--- config.mk ---
export PLATFORM = sky130hd
export DESIGN_NAME = slr_link
export DESIGN_NICKNAME = d
export VERILOG_FILES = /design/src/logic/slr_pkg.sv /design/src/logic/slr_link.sv
export SDC_FILE = /design/constraint.sdc
export NUM_CORES = 2
export LEC_CHECK = 0
export BUFFER_PORTS_ARGS = -buffer_cell sky130_fd_sc_hd__buf_2
export CORE_AREA = 4 4 374 376
export CTS_CLUSTER_SIZE = 10
export DETAILED_ROUTE_END_ITERATION = 12
export DIE_AREA = 0 0 378 380
export HOLD_SLACK_MARGIN = 0.02
export PLACE_DENSITY = 0.58
export SLEW_MARGIN = 0
export SYNTH_ARGS = -nofsm -noshare
export SYNTH_HDL_FRONTEND = slang
export SYNTH_SLANG_ARGS = --single-unit
--- constraint.sdc ---
create_clock -name core_clk -period 6.5 [get_ports core_clk]
set_input_delay 0 -clock core_clk [delete_from_list [all_inputs] [get_ports core_clk]]
set_output_delay 0 -clock core_clk [all_outputs]
set_load 0.005 [all_outputs]
--- src/logic/slr_pkg.sv ---
// Shared types and constants for the link-layer rate match and OPEN frame receive block
package slr_pkg;
   // Transmit request kinds; priority falls BREAK, CLOSE, ACCEPT, REJECT, FRAME, IDLE
   typedef enum logic [2:0] {
      SLR_TX_IDLE, SLR_TX_FRAME, SLR_TX_ACCEPT, SLR_TX_REJECT, SLR_TX_CLOSE, SLR_TX_BREAK
   } slr_tx_kind_t;

   // Received dword classes reported upward
   typedef enum logic [3:0] {
      SLR_RX_NONE, SLR_RX_SOAF, SLR_RX_DATA, SLR_RX_EOAF, SLR_RX_BROADCAST, SLR_RX_BREAK,
      SLR_RX_ACCEPT, SLR_RX_REJECT, SLR_RX_AIP, SLR_RX_CLOSE, SLR_RX_ERROR, SLR_RX_INVALID
   } slr_rx_kind_t;

   // Dword from the phy receiver; kind already decoded, arg is the variant
   typedef struct packed {
      slr_rx_kind_t kind;
      logic [3:0]   arg;
      logic [31:0]  data;
   } slr_rx_dword_t;

   // Dword handed to the phy transmitter
   typedef struct packed {
      logic         valid;
      slr_tx_kind_t kind;
      logic         rateAlign;
      logic         frameEnd;
      logic [3:0]   arg;
      logic [31:0]  data;
   } slr_tx_dword_t;

   localparam int unsigned SLR_OPEN_DWORDS   = 8;
   localparam logic [3:0]  SLR_FRAME_TYPE_OPEN = 4'h1;
   // Frame type nibble sits in the first byte sent, the top byte of dword 0
   localparam int unsigned SLR_TYPE_LSB     = 24;
   localparam logic [31:0] SLR_CRC_POLY     = 32'h04C11DB7;
   localparam logic [31:0] SLR_CRC_INIT     = 32'hFFFFFFFF;
   localparam int unsigned SLR_FIFO_DEPTH   = 16;
   localparam logic [1:0]  SLR_RATE_1G5     = 2'h0;
   localparam logic [1:0]  SLR_RATE_3G0     = 2'h1;
endpackage

--- src/logic/slr_link.sv ---
// Rate matching transmit select and OPEN address frame receiver
`timescale 1ns/10ps

// Simple valid/ready FIFO for outgoing frame dwords
module slr_fifo #(
   parameter int unsigned WIDTH = 32,
   parameter int unsigned DEPTH = 16
) (
   // Clock and reset
   input  wire logic             core_clk,
   input  wire logic             arst_n,
   // Fill side
   input  wire logic             inValid,
   output logic                  inReady,
   input  wire logic [WIDTH-1:0] inData,
   // Drain side
   output logic                  outValid,
   input  wire logic             outReady,
   output logic      [WIDTH-1:0] outData
);
   localparam int unsigned AW = $clog2(DEPTH);
   logic [WIDTH-1:0] mem [DEPTH];
   logic [AW-1:0]    wrPtr;
   logic [AW-1:0]    rdPtr;
   logic [AW:0]      count;
   wire              doWrite = inValid && inReady;
   wire              doRead  = outValid && outReady;

   assign inReady  = (count != (AW+1)'(DEPTH));
   assign outValid = (count != '0);
   assign outData  = mem[rdPtr];

   always_ff @(posedge core_clk) begin
      if (doWrite) begin
         mem[wrPtr] <= inData;
      end
   end

   always_ff @(posedge core_clk or negedge arst_n) begin
      if (!arst_n) begin
         wrPtr <= '0;
         rdPtr <= '0;
         count <= '0;
      end else begin
         if (doWrite) wrPtr <= (wrPtr == AW'(DEPTH-1)) ? '0 : wrPtr + 1'b1;
         if (doRead)  rdPtr <= (rdPtr == AW'(DEPTH-1)) ? '0 : rdPtr + 1'b1;
         count <= count + (AW+1)'(doWrite) - (AW+1)'(doRead);
      end
   end
endmodule

module slr_link #(
   parameter int unsigned FIFO_DEPTH = slr_pkg::SLR_FIFO_DEPTH
) (
   // Clock and reset
   input  wire logic                   core_clk,
   input  wire logic                   arst_n,
   // Link enable and rates
   input  wire logic                   linkEnable,
   input  wire logic [1:0]             linkRate,
   input  wire logic [1:0]             connRate,
   input  wire logic                   lostArbitration,
   input  wire logic                   skewSlot,
   input  wire logic                   throttleSlot,
   // Transmit requests from the connection control
   input  wire logic                   reqBreak,
   input  wire logic                   reqClose,
   input  wire logic [3:0]             closeArg,
   input  wire logic                   reqAccept,
   input  wire logic                   reqReject,
   input  wire logic [3:0]             rejectArg,
   input  wire logic                   frameValid,
   output logic                        frameReady,
   input  wire logic [31:0]            frameData,
   input  wire logic                   frameLast,
   // Transmit path to the phy
   output slr_pkg::slr_tx_dword_t      txDword,
   output logic                        frameSent,
   // Receive path from the phy
   input  wire slr_pkg::slr_rx_dword_t rxDword,
   output slr_pkg::slr_rx_dword_t      rxReport,
   // OPEN frame delivery
   output logic                        openValid,
   output logic [255:0]                openFrame
);
   import slr_pkg::*;

   // Transmit side
   logic        rateActive;
   logic        prevAlign;
   logic        fifoValid;
   logic [32:0] fifoOut;
   logic        fifoInReady;
   logic        fifoPop;
   wire  [32:0] fifoIn = {frameLast, frameData};

   assign frameReady = fifoInReady && linkEnable;

   slr_fifo #(.WIDTH(33), .DEPTH(FIFO_DEPTH)) i_slr_fifo (
      .core_clk (core_clk),
      .arst_n   (arst_n),
      .inValid  (frameValid && linkEnable),
      .inReady  (fifoInReady),
      .inData   (fifoIn),
      .outValid (fifoValid),
      .outReady (fifoPop),
      .outData  (fifoOut)
   );

   wire rateNeeded = (linkRate == SLR_RATE_3G0) && (connRate == SLR_RATE_1G5);
   // Skew and throttle slots are owned by the phy; they neither count nor reset the window
   wire freeSlot   = linkEnable && !skewSlot && !throttleSlot;
   wire mustAlign  = rateActive && rateNeeded && !prevAlign;
   wire sendBreak  = reqBreak;
   wire sendClose  = !sendBreak && reqClose;
   wire sendAcc    = !sendBreak && !sendClose && reqAccept;
   wire sendRej    = !sendBreak && !sendClose && !sendAcc && reqReject;
   wire ctrlSend   = sendBreak || sendClose || sendAcc || sendRej;
   // A rate align steals the slot from frame and idle only; control primitives go first
   wire alignNow   = freeSlot && mustAlign && !ctrlSend;
   assign fifoPop  = freeSlot && !ctrlSend && !alignNow && fifoValid;
   wire eoafSent   = fifoPop && fifoOut[32];
   wire startMatch = eoafSent || (freeSlot && sendAcc);
   wire stopMatch  = (freeSlot && (sendBreak || sendClose)) || lostArbitration
                     || (rxDword.kind == SLR_RX_REJECT);

   slr_tx_dword_t next_txDword;
   always_comb begin
      next_txDword           = '0;
      next_txDword.valid     = freeSlot;
      next_txDword.kind      = SLR_TX_IDLE;
      next_txDword.rateAlign = alignNow;
      if (sendBreak) next_txDword.kind = SLR_TX_BREAK;
      else if (sendClose) begin
         next_txDword.kind = SLR_TX_CLOSE;
         next_txDword.arg  = closeArg;
      end else if (sendAcc) next_txDword.kind = SLR_TX_ACCEPT;
      else if (sendRej) begin
         next_txDword.kind = SLR_TX_REJECT;
         next_txDword.arg  = rejectArg;
      end else if (fifoPop) begin
         next_txDword.kind     = SLR_TX_FRAME;
         next_txDword.data     = fifoOut[31:0];
         next_txDword.frameEnd = fifoOut[32];
      end
      if (!freeSlot) next_txDword = '0;
   end

   always_ff @(posedge core_clk or negedge arst_n) begin
      if (!arst_n) begin
         txDword    <= '0;
         frameSent  <= 1'b0;
         rateActive <= 1'b0;
         prevAlign  <= 1'b1;
      end else begin
         txDword   <= next_txDword;
         frameSent <= eoafSent;
         if (!linkEnable || stopMatch) rateActive <= 1'b0;
         else if (startMatch) rateActive <= 1'b1;
         // Window restarts with a dword first after matching starts
         if (startMatch) prevAlign <= 1'b1;
         else if (freeSlot) prevAlign <= alignNow;
      end
   end

   // Receive report
   wire rxListed = (rxDword.kind != SLR_RX_NONE);
   slr_rx_dword_t next_rxReport;
   assign next_rxReport = (linkEnable && rxListed) ? rxDword : '0;

   // OPEN frame receiver
   logic         inFrame;
   logic [3:0]   dwCount;
   logic         overrun;
   logic [31:0]  crc;
   logic [31:0]  lastDw;
   logic [255:0] shiftReg;

   function automatic logic [31:0] crcStep(input logic [31:0] c, input logic [31:0] d);
      logic [31:0] r;
      r = c;
      for (int i = 31; i >= 0; i--) begin
         r = (r[31] ^ d[i]) ? ((r << 1) ^ SLR_CRC_POLY) : (r << 1);
      end
      return r;
   endfunction

   wire isSoaf = linkEnable && rxDword.kind == SLR_RX_SOAF;
   wire isData = linkEnable && inFrame && rxDword.kind == SLR_RX_DATA;
   wire isEoaf = linkEnable && inFrame && rxDword.kind == SLR_RX_EOAF;
   // CRC covers the seven payload dwords; the eighth dword is the CRC itself
   wire crcFeed = isData && (dwCount < 4'(SLR_OPEN_DWORDS - 1));
   wire crcOk   = (~crc == lastDw);
   // Dword 0 ends up in the top 32 bits of the shift register
   wire typeOk  = shiftReg[224 + SLR_TYPE_LSB +: 4] == SLR_FRAME_TYPE_OPEN;
   wire acceptF = isEoaf && !overrun && dwCount == 4'(SLR_OPEN_DWORDS) && typeOk && crcOk;

   always_ff @(posedge core_clk or negedge arst_n) begin
      if (!arst_n) begin
         inFrame   <= 1'b0;
         dwCount   <= '0;
         overrun   <= 1'b0;
         crc       <= SLR_CRC_INIT;
         lastDw    <= '0;
         shiftReg  <= '0;
         rxReport  <= '0;
         openValid <= 1'b0;
         openFrame <= '0;
      end else begin
         rxReport  <= next_rxReport;
         openValid <= acceptF;
         if (acceptF) openFrame <= shiftReg;
         if (isSoaf) begin
            inFrame <= 1'b1;
            dwCount <= '0;
            overrun <= 1'b0;
            crc     <= SLR_CRC_INIT;
         end else if (isEoaf || !linkEnable) begin
            inFrame <= 1'b0;
         end else if (isData) begin
            if (dwCount == 4'(SLR_OPEN_DWORDS)) overrun <= 1'b1;
            else dwCount <= dwCount + 4'h1;
            if (crcFeed) crc <= crcStep(crc, rxDword.data);
            lastDw   <= rxDword.data;
            shiftReg <= {shiftReg[223:0], rxDword.data};
         end
      end
   end

   AST_BREAK_FIRST: assert property (@(posedge core_clk) disable iff (!arst_n)
      (freeSlot && reqBreak) |=> txDword.kind == SLR_TX_BREAK)
      else $error("BREAK not chosen first");
   AST_CLOSE_ARG: assert property (@(posedge core_clk) disable iff (!arst_n)
      (freeSlot && !reqBreak && reqClose) |=> txDword.arg == $past(closeArg))
      else $error("CLOSE variant lost");
   AST_NO_TWO_DATA: assert property (@(posedge core_clk) disable iff (!arst_n)
      (rateActive && rateNeeded && freeSlot && !prevAlign && !ctrlSend) |=> txDword.rateAlign)
      else $error("Rate window without align");
   AST_EQUAL_NONE: assert property (@(posedge core_clk) disable iff (!arst_n)
      !rateNeeded |=> !txDword.rateAlign)
      else $error("Align inserted at equal rates");
   AST_SKEW_UNTOUCHED: assert property (@(posedge core_clk) disable iff (!arst_n)
      skewSlot |=> !txDword.valid)
      else $error("Skew slot overwritten");
   AST_START_MATCH: assert property (@(posedge core_clk) disable iff (!arst_n)
      (eoafSent && !stopMatch && linkEnable) |=> rateActive)
      else $error("Matching not started after EOAF");
   AST_STOP_MATCH: assert property (@(posedge core_clk) disable iff (!arst_n)
      (rateActive && lostArbitration) |=> !rateActive)
      else $error("Matching not stopped");
   AST_FRAME_SENT: assert property (@(posedge core_clk) disable iff (!arst_n)
      eoafSent |=> frameSent ##1 !frameSent)
      else $error("Frame sent pulse wrong");
   AST_DISABLED_QUIET: assert property (@(posedge core_clk) disable iff (!arst_n)
      !linkEnable |=> !txDword.valid && rxReport.kind == SLR_RX_NONE && !openValid)
      else $error("Activity while link disabled");
   AST_OVERRUN_DROP: assert property (@(posedge core_clk) disable iff (!arst_n)
      (isEoaf && overrun) |=> !openValid)
      else $error("Overlong frame accepted");
   AST_ACCEPT_COUNT: assert property (@(posedge core_clk) disable iff (!arst_n)
      $rose(openValid) |-> $past(dwCount) == 4'(SLR_OPEN_DWORDS) && $past(crcOk))
      else $error("Bad frame accepted");
endmodule

==> implementation parameters <==
Parameter                              Value

Run status
  Outcome ... complete, no violations

Critical path
  Path type of the worst setup path ... register to register
  Number of buffers and inverters on the critical path ... 0
  Data arrival time of the worst path ... 4970 ps
  Type of element capturing the critical path ... register
  Max FO, Critical Path ... 7
  Delay contributed by the slowest stage of the critical path ... 660 ps
  Critical path, cell by cell ... xnor2_1 > xor2_1 > xnor2_1 > xnor3_1 > xor3_2 > xor2_1 > xor3_2 > xor2_1 > a21oi_1
  CP dominant cell by count ... sky130_fd_sc_hd__xor2_1
  Slowest cell on the critical path ... sky130_fd_sc_hd__xnor2_1
  Launching element type of the critical path ... register
  CP delay by family, top ... XOR/XNOR gates
  Data required time of the worst path ... 7180 ps

Global routing
  GR Layer Usage met3 ... 5.57%
  Antenna violations before repair ... 7
  GR Util met2 ... 28.4%
  Global-route wire length before repair ... 191000 um
  Largest net degree at the start of global routing ... 180
  Met1 capacity usage during global routing ... 23.7%
  Overall routing resource usage ... 17.9%
  GRT overflow ... 0
  Gr busiest metal ... met2
  Number of global-route vias before repair ... 27902

STA
  Post-layout minimum cycle time ... 4300 ps
  Slew Limit Headroom ... 28.7%
  RSZ-0062 raised after global routing ... no
  Final setup viols ... 0
  Clk_skew ... 53.5 ps
  Worst-Margin Slew ... 1070 ps
  Share of the clock period used by the worst path after layout ... 66.1%
  Post-Route Setup TNS ... 0 ps
  Pins Over Slew Limit ... 0
  Final hold slack ... 79.9 ps
  Max Freq ... 0.233 GHz
  Final worst slack ... 2200 ps
  Number of hold-slack violations in the final timing report ... 0

Detailed routing
  Vias per std cell ... 4.86
  Iter 0 DRT Violations ... 2135
  Routed vias ... 27243
  DRC viols ... 0
  DR WL/cell ... 23.1 um
  Total Routed Length ... 130000 um
  First-pass detailed-route iteration total ... 5
  ANT nets after route ... 0

Place
  Placed wire-length estimate after detailed placement ... 82500 um
  Port-buffer cells ... 436
  Post-place setup slack ... 2280 ps
  Number of cells in the design after placement ... 5232
  Final Wtd Congestion ... 0.872

Logic synthesis
  Primary flip-flop cell chosen by synthesis mapping ... sky130_fd_sc_hd__dfrtp_1
  Number of enable-type register cells in the synthesized netlist ... 528
  Post-Synthesis Net Count ... 3215
  Count of different cell masters after synthesis ... 52
  Post-synthesis instance total ... 3105
  Per-instance average area after synthesis ... 15.3 um2
  Yosys synthesis warning count ... 0
  Proportion of register bits with asynchronous set or reset after synthesis ... 55.1%
  Dominant cells by area after synthesis ... sky130_fd_sc_hd__edfxtp_1 33%, sky130_fd_sc_hd__dfrtp_1 33%, sky130_fd_sc_hd__mux4_2 7.8%, sky130_fd_sc_hd__nand2_1 6.2%, sky130_fd_sc_hd__mux2_2 6.0%
  Share of the synthesized area in the top cell type ... 33.4%
  Area of the mapped netlist ... 47400 um2
  Post-synthesis cell type with the largest combined area ... sky130_fd_sc_hd__edfxtp_1
  Proportion of synthesized chip area in sequential cells ... 67.8%
  Yosys reg bits ... 1177

CTS
  Number of gates resized after CTS ... 0
  Clock root buffer ... sky130_fd_sc_hd__clkbuf_16
  Clock transition at the registers of the reported paths ... 60 ps
  CTS Buf Count ... 141
  Number of clock sinks ... 1177
  Total setup buffers inserted after CTS ... 0
  Clock network latency to the later pin of the worst-skew pair ... 760 ps
  H-tree lvl count ... 4
  Number of buffers on the longest clock path ... 3
  Clock tree from TritonCTS ... yes

Floorplan
  Die Wd ... 378 um
  Top-Level Pins ... 437
  Die height ... 380 um
  Num rows ... 136
  Initial Utilization ... 34.6%
  Total Die Area ... 144000 um2
  Area of the core ... 137000 um2

Run
  Number of violations of the max-capacitance limit ... 0

Finish
  Share of layout cells above drive strength 1 ... 30.4%
  Number of standard cells in the final layout excluding fillers ... 5606
  Layout-stage area growth over the synthesis result ... 21.3%
  Fillcell total ... 12506
  Layout net count ... 3826
  Area occupied by multi-input gates ... 14800 um2
  Sequential Area ... 32100 um2

Worst hold path
  Hold Crit Class ... primary input to register
## per-layer routing
layer,wire (um),vias to the layer above
li1,-,12097
met1,54500,14163
met2,61000,809
met3,10800,170
met4,3210,4
met5,27,-
## Yosys cell counts, drive strengths merged, types with 4 or more instances
| library cell | instances |
|---|---|
| dfrtp | 616 |
| edfxtp | 528 |
| nand3 | 6 |
| o21ai | 29 |
| xor2 | 48 |
| nor3 | 25 |
| xnor3 | 44 |
| a21oi | 23 |
| buf | 20 |
| ha | 13 |
| nor2 | 41 |
| nand2 | 788 |
| mux4 | 165 |
| nor4 | 10 |
| and3 | 5 |
| clkbuf | 125 |
| mux2 | 252 |
| dfstp | 33 |
| inv | 18 |
| xnor2 | 192 |
| and2 | 41 |
| xor3 | 8 |
| nor2b | 40 |
| a22oi | 4 |
## through the flow
stage	util [%]	area, um2
final	42.0	57500
after global routing	42.0	57500
after CTS	42.0	57500
after detailed placement	37.9	51900
after global placement	37.9	51900
after floorplan	-	47400
## cells by family (layout without fill, tap and decap cells)
| logic type | count (synthesis) | after routing | share of synthesized area, % |
|---|---|---|---|
| AO/OA/AOI/OAI | 70 | 70 | 0.855 |
| XOR/XNOR | 292 | 292 | 7.44 |
| adder cells (fa/ha/maj) | 14 | 14 | 0.385 |
| buffers and inverters | 163 | 867 | 1.29 |
| flip-flops | 1177 | 1177 | 67.8 |
| multiplexers | 417 | 417 | 13.8 |
| other | 0 | 3 | 0 |
| AND/OR/NAND/NOR | 972 | 972 | 8.40 |
## placed cells by master (no fill, tap or decap), drive strengths merged, types with 48 or more instances in the layout
master	count
mux2	252
dfrtp	616
xor2	48
mux4	165
edfxtp	528
buf	479
clkbuf	214
xnor2	192
nand2	788
dlygate4sd3	134
## cell type report
cell class	instances	share of cell area, %
Sequential cell	1177	55.9
Multi-Input combinational cell	1765	25.7
Timing Repair Buffer	613	6.91
Clock buffer	214	6.68
Tap cell	1794	3.90
Clock inverter	22	0.742
Inverter	18	0.117
Antenna cell	3	0.0131
## flip-flops by register name, summed over array words and instances, names as in the netlist
register and flops:
openValid 1, dwCount 4, i_slr_fifo.wrPtr 4, prevAlign 1, i_slr_fifo.count 5, overrun 1, rateActive 1, crc 32
i_slr_fifo.mem 528, rxReport 40, openFrame 256, inFrame 1, lastDw 31, i_slr_fifo.rdPtr 4, frameSent 1, shiftReg 225
txDword 42
## worst paths after layout
kind | startpoint | to | slack, ps | cells past startpoint
setup / recovery | crc[30] | crc[9] | 2200 | 9
hold / removal | rxDword[27] | lastDw[27] | 80 | 4
setup reg to reg | crc[30] | crc[9] | 2200 | 9
hold reg to reg | shiftReg[224] | shiftReg[224] | 470 | 2
max in group asynchronous | arst_n | rxReport[8] | 5060 | 4
min in group asynchronous | arst_n | openFrame[207] | 500 | 4
## what timing repair did
action,in CTS,in global routing
hold endpoints to repair,772,0
hold buffers,135,0
setup endpoints to repair,0,0
## worst min-delay path, stage by stage
cell,delay [ps]
sky130_fd_sc_hd__dlygate4sd3_1,530
sky130_fd_sc_hd__buf_2,160
sky130_fd_sc_hd__nand2_1,60
sky130_fd_sc_hd__nand2_1,40
Power is left out: the tool's default activity adds up to more than one toggle a clock period on the data nets, which glitch-free logic cannot reach.
